--- src/core/lcd_pkg.sv ---
// shared constants and types for the command decoder
package lcd_pkg;
  localparam int BANK_W     = 2;
  localparam int ADDR_W     = 13;
  localparam int AP_BIT     = 10;
  localparam int NBANKS     = 4;
  localparam int MASK_W     = 2;
  localparam int CLK_MHZ    = 100;
  // delays in ns, cycles derived (least times round up)
  localparam int T_MODE_LOAD_NS = 20;
  localparam int T_REFRESH_NS   = 72;
  localparam int T_PRECHARGE_NS = 15;
  localparam int T_BURST_CYC    = 4;
  localparam int MODE_LOAD_CYC  = (T_MODE_LOAD_NS * CLK_MHZ + 999) / 1000;
  localparam int REFRESH_CYC    = (T_REFRESH_NS * CLK_MHZ + 999) / 1000;
  localparam int PRECHARGE_CYC  = (T_PRECHARGE_NS * CLK_MHZ + 999) / 1000;
  localparam int CNT_W          = 8;
  localparam logic [1:0] MR_STD = 2'h0;
  localparam logic [1:0] MR_EXT = 2'h2;
  localparam logic [1:0] MR_STS = 2'h1;
  typedef enum logic [3:0] {
    LCD_CMD_IDLE, LCD_CMD_ACT, LCD_CMD_RD, LCD_CMD_WR, LCD_CMD_PRE, LCD_CMD_BST,
    LCD_CMD_DPD, LCD_CMD_AREF, LCD_CMD_SREF, LCD_CMD_MRS
  } lcd_cmd_t;
  typedef enum logic [1:0] {LCD_RUN, LCD_SELF_REF, LCD_DEEP_PD} lcd_mode_t;
endpackage

--- src/core/lcd_decoder.sv ---
// lpddr command decoder with bank, burst, refresh and power state
`timescale 1ns/1ps
module lcd_decoder
#(
  parameter int ROW_W = lcd_pkg::ADDR_W
)
(
  input  wire logic                          clk,
  input  wire logic                          rst,
  input  wire logic                          cke,
  input  wire logic                          cs_n,
  input  wire logic                          ras_n,
  input  wire logic                          cas_n,
  input  wire logic                          we_n,
  input  wire logic [lcd_pkg::BANK_W-1:0]    bank_select,
  input  wire logic [lcd_pkg::ADDR_W-1:0]    addr,
  input  wire logic [lcd_pkg::MASK_W-1:0]    write_byte_mask,
  output logic [lcd_pkg::NBANKS-1:0]         bank_open,
  output logic [lcd_pkg::NBANKS*lcd_pkg::ADDR_W-1:0] open_rows,
  output logic                               rd_burst,
  output logic                               wr_burst,
  output logic [lcd_pkg::BANK_W-1:0]         burst_bank,
  output logic [lcd_pkg::ADDR_W-1:0]         burst_col,
  output logic                               burst_ap,
  output logic [lcd_pkg::MASK_W-1:0]         byte_write_en,
  output logic [lcd_pkg::ADDR_W-1:0]         refresh_row,
  output logic                               refresh_busy,
  output logic                               mode_busy,
  output logic [lcd_pkg::ADDR_W-1:0]         std_mode,
  output logic [lcd_pkg::ADDR_W-1:0]         ext_mode,
  output logic [lcd_pkg::ADDR_W-1:0]         status_reg,
  output logic                               self_refresh,
  output logic                               deep_power_down,
  output logic                               array_valid
);
  import lcd_pkg::*;

  // pins from outside pass two flops
  logic [4+BANK_W+ADDR_W+MASK_W:0] pin_s1;
  logic [4+BANK_W+ADDR_W+MASK_W:0] pin_s2;
  logic [CNT_W-1:0]  burst_cnt;
  logic [CNT_W-1:0]  busy_cnt;
  logic [CNT_W-1:0]  next_busy_cnt;
  lcd_mode_t         mode;

  always_ff @(posedge clk)
    if (rst)
    begin
      pin_s1 <= {1'b0, 4'hF, {(BANK_W+ADDR_W+MASK_W){1'b0}}};
      pin_s2 <= {1'b0, 4'hF, {(BANK_W+ADDR_W+MASK_W){1'b0}}};
    end
    else
    begin
      pin_s1 <= {cke, cs_n, ras_n, cas_n, we_n, bank_select, addr, write_byte_mask};
      pin_s2 <= pin_s1;
    end

  wire                s_cke  = pin_s2[4+BANK_W+ADDR_W+MASK_W];
  wire                s_cs_n = pin_s2[3+BANK_W+ADDR_W+MASK_W];
  wire                s_ras  = pin_s2[2+BANK_W+ADDR_W+MASK_W];
  wire                s_cas  = pin_s2[1+BANK_W+ADDR_W+MASK_W];
  wire                s_we   = pin_s2[BANK_W+ADDR_W+MASK_W];
  wire [BANK_W-1:0]   s_ba   = pin_s2[BANK_W+ADDR_W+MASK_W-1:ADDR_W+MASK_W];
  wire [ADDR_W-1:0]   s_a    = pin_s2[ADDR_W+MASK_W-1:MASK_W];
  wire [MASK_W-1:0]   s_dm   = pin_s2[MASK_W-1:0];
  wire                s_ap   = s_a[AP_BIT];

  function automatic lcd_cmd_t decode(input logic ck, input logic cs, input logic r,
                                      input logic c, input logic w);
    if (cs)
      decode = LCD_CMD_IDLE;
    else
      case ({r, c, w})
        3'h7: decode = LCD_CMD_IDLE;
        3'h3: decode = LCD_CMD_ACT;
        3'h5: decode = LCD_CMD_RD;
        3'h4: decode = LCD_CMD_WR;
        3'h2: decode = LCD_CMD_PRE;
        3'h6: decode = ck ? LCD_CMD_BST : LCD_CMD_DPD;
        3'h1: decode = ck ? LCD_CMD_AREF : LCD_CMD_SREF;
        3'h0: decode = LCD_CMD_MRS;
        default: decode = LCD_CMD_IDLE;
      endcase
  endfunction

  // only cke counts outside run mode
  wire       running = (mode == LCD_RUN);
  lcd_cmd_t  cmd;
  assign cmd = running ? decode(s_cke, s_cs_n, s_ras, s_cas, s_we) : LCD_CMD_IDLE;
  wire       is_act  = (cmd == LCD_CMD_ACT);
  wire       is_rd   = (cmd == LCD_CMD_RD);
  wire       is_wr   = (cmd == LCD_CMD_WR);
  wire       is_col  = is_rd | is_wr;
  wire       is_pre  = (cmd == LCD_CMD_PRE);
  wire       is_bst  = (cmd == LCD_CMD_BST) & rd_burst & ~burst_ap;
  wire       is_aref = (cmd == LCD_CMD_AREF);
  wire       is_mrs  = (cmd == LCD_CMD_MRS);
  wire       burst_done = (rd_burst | wr_burst) & (burst_cnt == CNT_W'(1));
  wire [NBANKS-1:0] ba_hot = NBANKS'(1) << s_ba;
  wire [NBANKS-1:0] burst_hot = NBANKS'(1) << burst_bank;
  wire [NBANKS-1:0] pre_mask = is_pre ? (s_ap ? {NBANKS{1'b1}} : ba_hot) : '0;
  wire [NBANKS-1:0] ap_mask = (burst_done & burst_ap) ? burst_hot : '0;
  wire [NBANKS-1:0] close_mask = pre_mask | ap_mask | ((is_mrs | is_aref) ? '1 : '0);

  assign next_busy_cnt = is_aref ? CNT_W'(REFRESH_CYC) :
                         is_mrs  ? CNT_W'(MODE_LOAD_CYC) :
                         (busy_cnt != '0) ? busy_cnt - CNT_W'(1) : busy_cnt;

  always_ff @(posedge clk)
    if (rst)
      bank_open <= '0;
    else if (mode == LCD_DEEP_PD)
      bank_open <= '0;
    else
      bank_open <= (bank_open & ~close_mask) | (is_act ? ba_hot : '0);

  genvar gb;
  for (gb = 0; gb < NBANKS; gb++)
  begin : g_row
    always_ff @(posedge clk)
      if (rst)
        open_rows[gb*ADDR_W +: ADDR_W] <= '0;
      else if (is_act && s_ba == BANK_W'(gb))
        open_rows[gb*ADDR_W +: ADDR_W] <= s_a;
  end

  always_ff @(posedge clk)
    if (rst)
    begin
      rd_burst   <= 1'b0;
      wr_burst   <= 1'b0;
      burst_cnt  <= '0;
      burst_bank <= '0;
      burst_col  <= '0;
      burst_ap   <= 1'b0;
    end
    else if (is_col)
    begin
      rd_burst   <= is_rd;
      wr_burst   <= is_wr;
      burst_cnt  <= CNT_W'(T_BURST_CYC);
      burst_bank <= s_ba;
      burst_col  <= s_a;
      burst_ap   <= s_ap;
    end
    else if (is_bst || burst_done || is_pre)
    begin
      rd_burst  <= 1'b0;
      wr_burst  <= 1'b0;
      burst_cnt <= '0;
    end
    else if (rd_burst || wr_burst)
      burst_cnt <= burst_cnt - CNT_W'(1);

  always_ff @(posedge clk)
    if (rst)
      byte_write_en <= '0;
    else
      byte_write_en <= wr_burst ? ~s_dm : '0;

  always_ff @(posedge clk)
    if (rst)
    begin
      refresh_row  <= '0;
      busy_cnt     <= '0;
      refresh_busy <= 1'b0;
      mode_busy    <= 1'b0;
    end
    else
    begin
      if (is_aref)
        refresh_row <= refresh_row + ADDR_W'(1);
      busy_cnt     <= next_busy_cnt;
      refresh_busy <= is_aref | (refresh_busy & (next_busy_cnt != '0));
      mode_busy    <= is_mrs | (mode_busy & (next_busy_cnt != '0));
    end

  always_ff @(posedge clk)
    if (rst)
    begin
      std_mode   <= '0;
      ext_mode   <= '0;
      status_reg <= '0;
    end
    else if (is_mrs)
      case (s_ba)
        MR_STD:  std_mode   <= s_a;
        MR_EXT:  ext_mode   <= s_a;
        MR_STS:  status_reg <= s_a;
        default: std_mode   <= std_mode;
      endcase

  // power modes by cke; array lost in deep power-down only
  lcd_mode_t         next_mode;
  always_comb
  begin
    next_mode = mode;
    case (mode)
      LCD_RUN:
        if (cmd == LCD_CMD_SREF)
          next_mode = LCD_SELF_REF;
        else if (cmd == LCD_CMD_DPD)
          next_mode = LCD_DEEP_PD;
      LCD_SELF_REF, LCD_DEEP_PD:
        if (s_cke)
          next_mode = LCD_RUN;
      default:
        next_mode = LCD_RUN;
    endcase
  end
  always_ff @(posedge clk)
    if (rst)
    begin
      mode            <= LCD_RUN;
      self_refresh    <= 1'b0;
      deep_power_down <= 1'b0;
      array_valid     <= 1'b1;
    end
    else
    begin
      mode            <= next_mode;
      self_refresh    <= (next_mode == LCD_SELF_REF);
      deep_power_down <= (next_mode == LCD_DEEP_PD);
      array_valid     <= array_valid & (cmd != LCD_CMD_DPD);
    end

  a_deselect_quiet: assert property (@(posedge clk) disable iff (rst)
    (running && s_cs_n) |=> $stable(bank_open) || (bank_open == ($past(bank_open) & ~$past(ap_mask))))
    else $error("deselect changed bank state");
  a_nop_quiet: assert property (@(posedge clk) disable iff (rst)
    (running && !s_cs_n && s_ras && s_cas && s_we && !rd_burst && !wr_burst) |=> $stable(bank_open))
    else $error("idle command changed banks");
  a_act_opens: assert property (@(posedge clk) disable iff (rst)
    is_act |=> (bank_open[$past(s_ba)] && open_rows[$past(s_ba)*ADDR_W +: ADDR_W] == $past(s_a)))
    else $error("activate did not open row");
  a_read_start: assert property (@(posedge clk) disable iff (rst)
    is_rd |=> rd_burst && !wr_burst && burst_col == $past(s_a))
    else $error("read burst not started");
  a_ap_latch: assert property (@(posedge clk) disable iff (rst)
    is_col |=> burst_ap == $past(s_ap))
    else $error("auto precharge not latched");
  a_pre_all: assert property (@(posedge clk) disable iff (rst)
    (is_pre && s_ap && !is_act) |=> bank_open == '0)
    else $error("precharge all left a bank open");
  a_dpd_entry: assert property (@(posedge clk) disable iff (rst)
    (cmd == LCD_CMD_DPD) |=> deep_power_down && !array_valid)
    else $error("deep power-down not entered");
  a_sref_entry: assert property (@(posedge clk) disable iff (rst)
    (cmd == LCD_CMD_SREF) |=> self_refresh)
    else $error("self refresh not entered");
  a_mask_byte: assert property (@(posedge clk) disable iff (rst)
    wr_burst |=> byte_write_en == ~$past(s_dm))
    else $error("byte mask not applied");
  a_bst_trunc: assert property (@(posedge clk) disable iff (rst)
    is_bst |=> !rd_burst && $stable(bank_open))
    else $error("terminate mishandled");
  a_refresh_len: assert property (@(posedge clk) disable iff (rst)
    is_aref |=> refresh_busy [*8] ##1 !refresh_busy)
    else $error("refresh time wrong");
  c_read: cover property (@(posedge clk) is_act ##[1:10] is_rd);
  c_write_ap: cover property (@(posedge clk) is_wr && s_ap);
  c_sref: cover property (@(posedge clk) self_refresh ##1 !self_refresh);
  c_bst: cover property (@(posedge clk) is_bst);
endmodule

--- config.mk ---
export PLATFORM = sky130hd
export DESIGN_NAME = lcd_decoder
export DESIGN_NICKNAME = d
export VERILOG_FILES = /design/src/core/lcd_pkg.sv /design/src/core/lcd_decoder.sv
export SDC_FILE = /design/constraint.sdc
export NUM_CORES = 1
export LEC_CHECK = 0
export BUFFER_PORTS_ARGS = -buffer_cell sky130_fd_sc_hd__buf_2
export CORE_MARGIN = 2
export CORE_UTILIZATION = 29
export CTS_BUF_LIST = sky130_fd_sc_hd__clkbuf_16
export DETAILED_ROUTE_END_ITERATION = 12
export HOLD_SLACK_MARGIN = 0.06
export PLACE_DENSITY = 0.55
export SLEW_MARGIN = 10
export SYNTH_ARGS = -nofsm -noshare
export SYNTH_HDL_FRONTEND = slang
export SYNTH_SLANG_ARGS = --single-unit
--- constraint.sdc ---
create_clock -name clk -period 2.1 [get_ports clk]
set_input_delay 0.21 -clock clk [delete_from_list [all_inputs] [get_ports clk]]
set_output_delay 0.21 -clock clk [all_outputs]
set_load 0.01 [all_outputs]
==> impl_metrics.csv <==
group,metric,value,unit
cells_and_area,area_growth,25.8,%
global_routing,grt_pass1_vias,5224,
place,dpl_worst_slack,120,ps
cts,cts_made_buffers,17,
pwr,power_frac_seq,50.4,%
sta,maxSlewViolCount,0,
hold_path,min_to,"busy_cnt[3]",
die,die-area,26400,um2
sta,fin_crit,1950,ps
cells_and_area,drive_gt1_share,24.8,%
sta,slew_headroom,55.0,%
worst_setup_path,reg2reg_slack,150,ps
die,placementRows,58,
cts,clockBufferDepth,2,
yosys,avgSynthCellArea,9.75,um2
worst_setup_path,worstSetupPathType,"flip-flop to flip-flop",
route,first_pass_iters,4,
pwr,intPower,5740,uW
pwr,p_sw,2130,uW
worst_setup_path,slowest_stage,"or4_1",
die,io_pins,157,
cells_and_area,final_common_cell,"dfxtp_1",
worst_setup_path,required,2470,ps
pwr,sw_frac_of_total,27.1,%
yosys,yosys_most_used_dff,"dfxtp_1",
place,io_buffers,156,
worst_setup_path,end_kind,"flip-flop",
global_routing,grt_max_degree,88,
route,postRouteAntennaNets,0,
cts,cts_sinks,194,
route,wirelength,19600,um
sta,hold_viol_final,0,
job,maxCapViolCount,0,
hold_path,whs_path_depth,2,
yosys,syn_nets,780,
cells_and_area,layout_common_cells,"194 x dfxtp_1, 155 x buf_2, 105 x nor2_1, 80 x mux2i_1, 67 x nand2_1",
pwr,leakagePower,0.00431,uW
pwr,ir_worst_vdd,0.000421,V
sta,fin_crit_sh,92.9,%
die,die_w,163,um
worst_setup_path,path_max_fanout,10,
worst_setup_path,r2r_start,"mode[0]",
cells_and_area,largest_reg_flops,52,
sta,grt_setup_unrepaired,"no",
global_routing,track_usage,15.0,%
yosys,yosys.cell_types.count,57,
cells_and_area,n_antenna_cell,0,
global_routing,antenna_found_initial,0,
pwr,power_frac_comb,11.1,%
worst_setup_path,rr_worst_depth,7,
sta,setup_viol,0,
sta,worst_slew_pin_slew,674,ps
sta,tns,0,ps
cts,cts-root-buf,"clkbuf_16",
place,post-dp-hpwl,13200,um
die,core_area,25000,um2
route,drt-initial-drc-count,320,
sta,layout_setup_ws,149,ps
cells_and_area,fin_nets,940,
yosys,ys_warn_count,0,
cells_and_area,largest_register,"open_rows",
hold_path,min_from,"rst",
yosys,synth_edf_count,0,
route,vias,5586,
worst_setup_path,arrival,2320,ps
sta,fin_skew,14.6,ps
cells_and_area,top_regs,"open_rows (52), pin_s1 (22), pin_s2 (22)",
sta,fmax,0.512,GHz
worst_setup_path,worstSetupStartpointType,"flip-flop",
worst_setup_path,path_cells,"inv_1 > ha_2 > nor3b_4 > buf_12 > nand4_4 > or4_1 > a21oi_1",
yosys,syn_inst,748,
route,drcViolationCount,0,
cts,clk_pin_slew,80,ps
worst_setup_path,cpPeakStageDelay,510,ps
cells_and_area,multi_input_area,3140,um2
place,gp_congestion,0.790,
route,post_drt_wl_per_cell,15.6,um
cts,tritoncts,"built",
hold_path,worstHoldPathType,"input pin to flip-flop",
outcome,status,"complete, no violations",
yosys,netlist_area,7290,um2
cts,clkLatencyLatePin,440,ps
yosys,async_flop_share,0,%
yosys,ys_ff_latch,194,
pwr,p_per_area,858,nW/um2
route,vias_per_cell,4.47,
yosys,yosysSeqAreaShare,53.3,%
die,start_util,29.2,%
global_routing,grt_pass1_wl,30100,um
global_routing,grt-ovfl-total,0,
cells_and_area,fillCellCount,2576,
cts,htreeDepth,4,
pwr,p_clk_share,38.5,%
die,die_y,163,um
worst_setup_path,reg2reg_to,"refresh_row[9]",
cells_and_area,seqCellArea,3880,um2
## stage by stage
stage / utilization [%] / total power (uW) / instance area, um2 / hold slack [ps] / cells
after floorplan: - / 4680 / 7290 / 314 / 748
after global placement: 33.7 / 4890 / 8400 / 389 / 1196
after detailed placement: 33.7 / 4900 / 8400 / 376 / 1196
after CTS: 36.7 / 7960 / 9160 / 172 / 1250
after global routing: 36.8 / 8260 / 9180 / 216 / 1251
final: 36.8 / 7870 / 9180 / 185 / 1251
## layout make-up
type,count,share of cell area [%]
tap,330,4.50
clock buffer,17,4.64
clock inverter,15,1.21
timing repair buffer,194,12.7
multi-input combinational,490,34.2
inverter,11,0.450
sequential,194,42.3
## metal layers
layer | global-route usage, % | up-vias | wire length (um)
met5 | 0 | - | 0
met4 | 4.38 | 0 | 251
met3 | 4.99 | 20 | 1340
met2 | 22.2 | 147 | 8470
met1 | 20.7 | 2594 | 9490
li1 | - | 2825 | -
## kinds of logic after synthesis
logic type                 Yosys count  share of synthesized area, %
adders and majority gates            8                          1.37
xor gates and xnor gates            16                          1.92
DFF                                194                          53.3
buffers and inverters               64                          3.83
and+or+nand+nor                    304                          21.8
muxes                               80                          11.0
AOI/OAI and AO/OA                   82                          6.86
## power by group through the flow
stage,Sequential (uW),Clock [uW],Combinational [uW]
6_report,3970,3030,874
5_1_grt,3990,3280,996
4_1_cts,3970,3120,879
3_5_place_dp,4050,0,845
3_3_place_gp,4050,0,840
2_1_floorplan,3970,0,714
## worst max-delay path: cells and delay by family (launching register included)
kind | cells | cell delay (ps)
fa+ha+maj | 1 | 230
compound gates | 1 | 150
simple gates | 3 | 920
buf+inv | 2 | 270
flops | 1 | 320
## worst max path at each step
stage	start	to	slack, ps	cells after the start
2_1_floorplan	mode[0]	burst_cnt[0]	240	8
3_3_place_gp	mode[0]	burst_cnt[5]	170	6
3_5_place_dp	mode[0]	refresh_row[7]	120	7
4_1_cts	mode[0]	refresh_row[7]	100	7
5_1_grt	mode[0]	refresh_row[7]	6	7
6_report	mode[0]	refresh_row[9]	150	7
## cells in the mapped netlist, drive strengths merged, types with 2 or more instances
library cell	count	share of area, %
dfxtp	194	53
nor2	112	6.0
mux2i	80	11
nand2	67	3.4
a21oi	44	3.0
nor2b	41	3.5
clkbuf	37	1.9
buf	16	1.4
nand3	11	1.0
inv	10	0.51
or2	10	0.86
xor2	10	1.2
ha	8	1.4
o21ai	7	0.48
or4	7	0.72
and2	6	0.51
nand4	6	1.0
or3	6	0.51
xnor2	6	0.72
a211oi	5	0.51
nand2b	5	0.43
o31ai	5	0.51
and3	4	0.34
and3b	4	0.48
nor3	4	0.27
nor3b	4	0.57
nor4	4	0.43
o211ai	4	0.41
a31oi	3	0.26
nand3b	3	0.31
a2111oi	2	0.24
a21boi	2	0.21
a21o	2	0.21
a221oi	2	0.24
and4	2	0.24
nand4b	2	0.24
or4b	2	0.27
## what timing repair did
action	4_1_cts	5_1_grt
resized for setup	0	2
setup endpoints to repair	0	20
setup buffers	0	1
hold buffers	22	0
endpoints found under the hold margin	22	0
(Power assumes the default switching activity.)
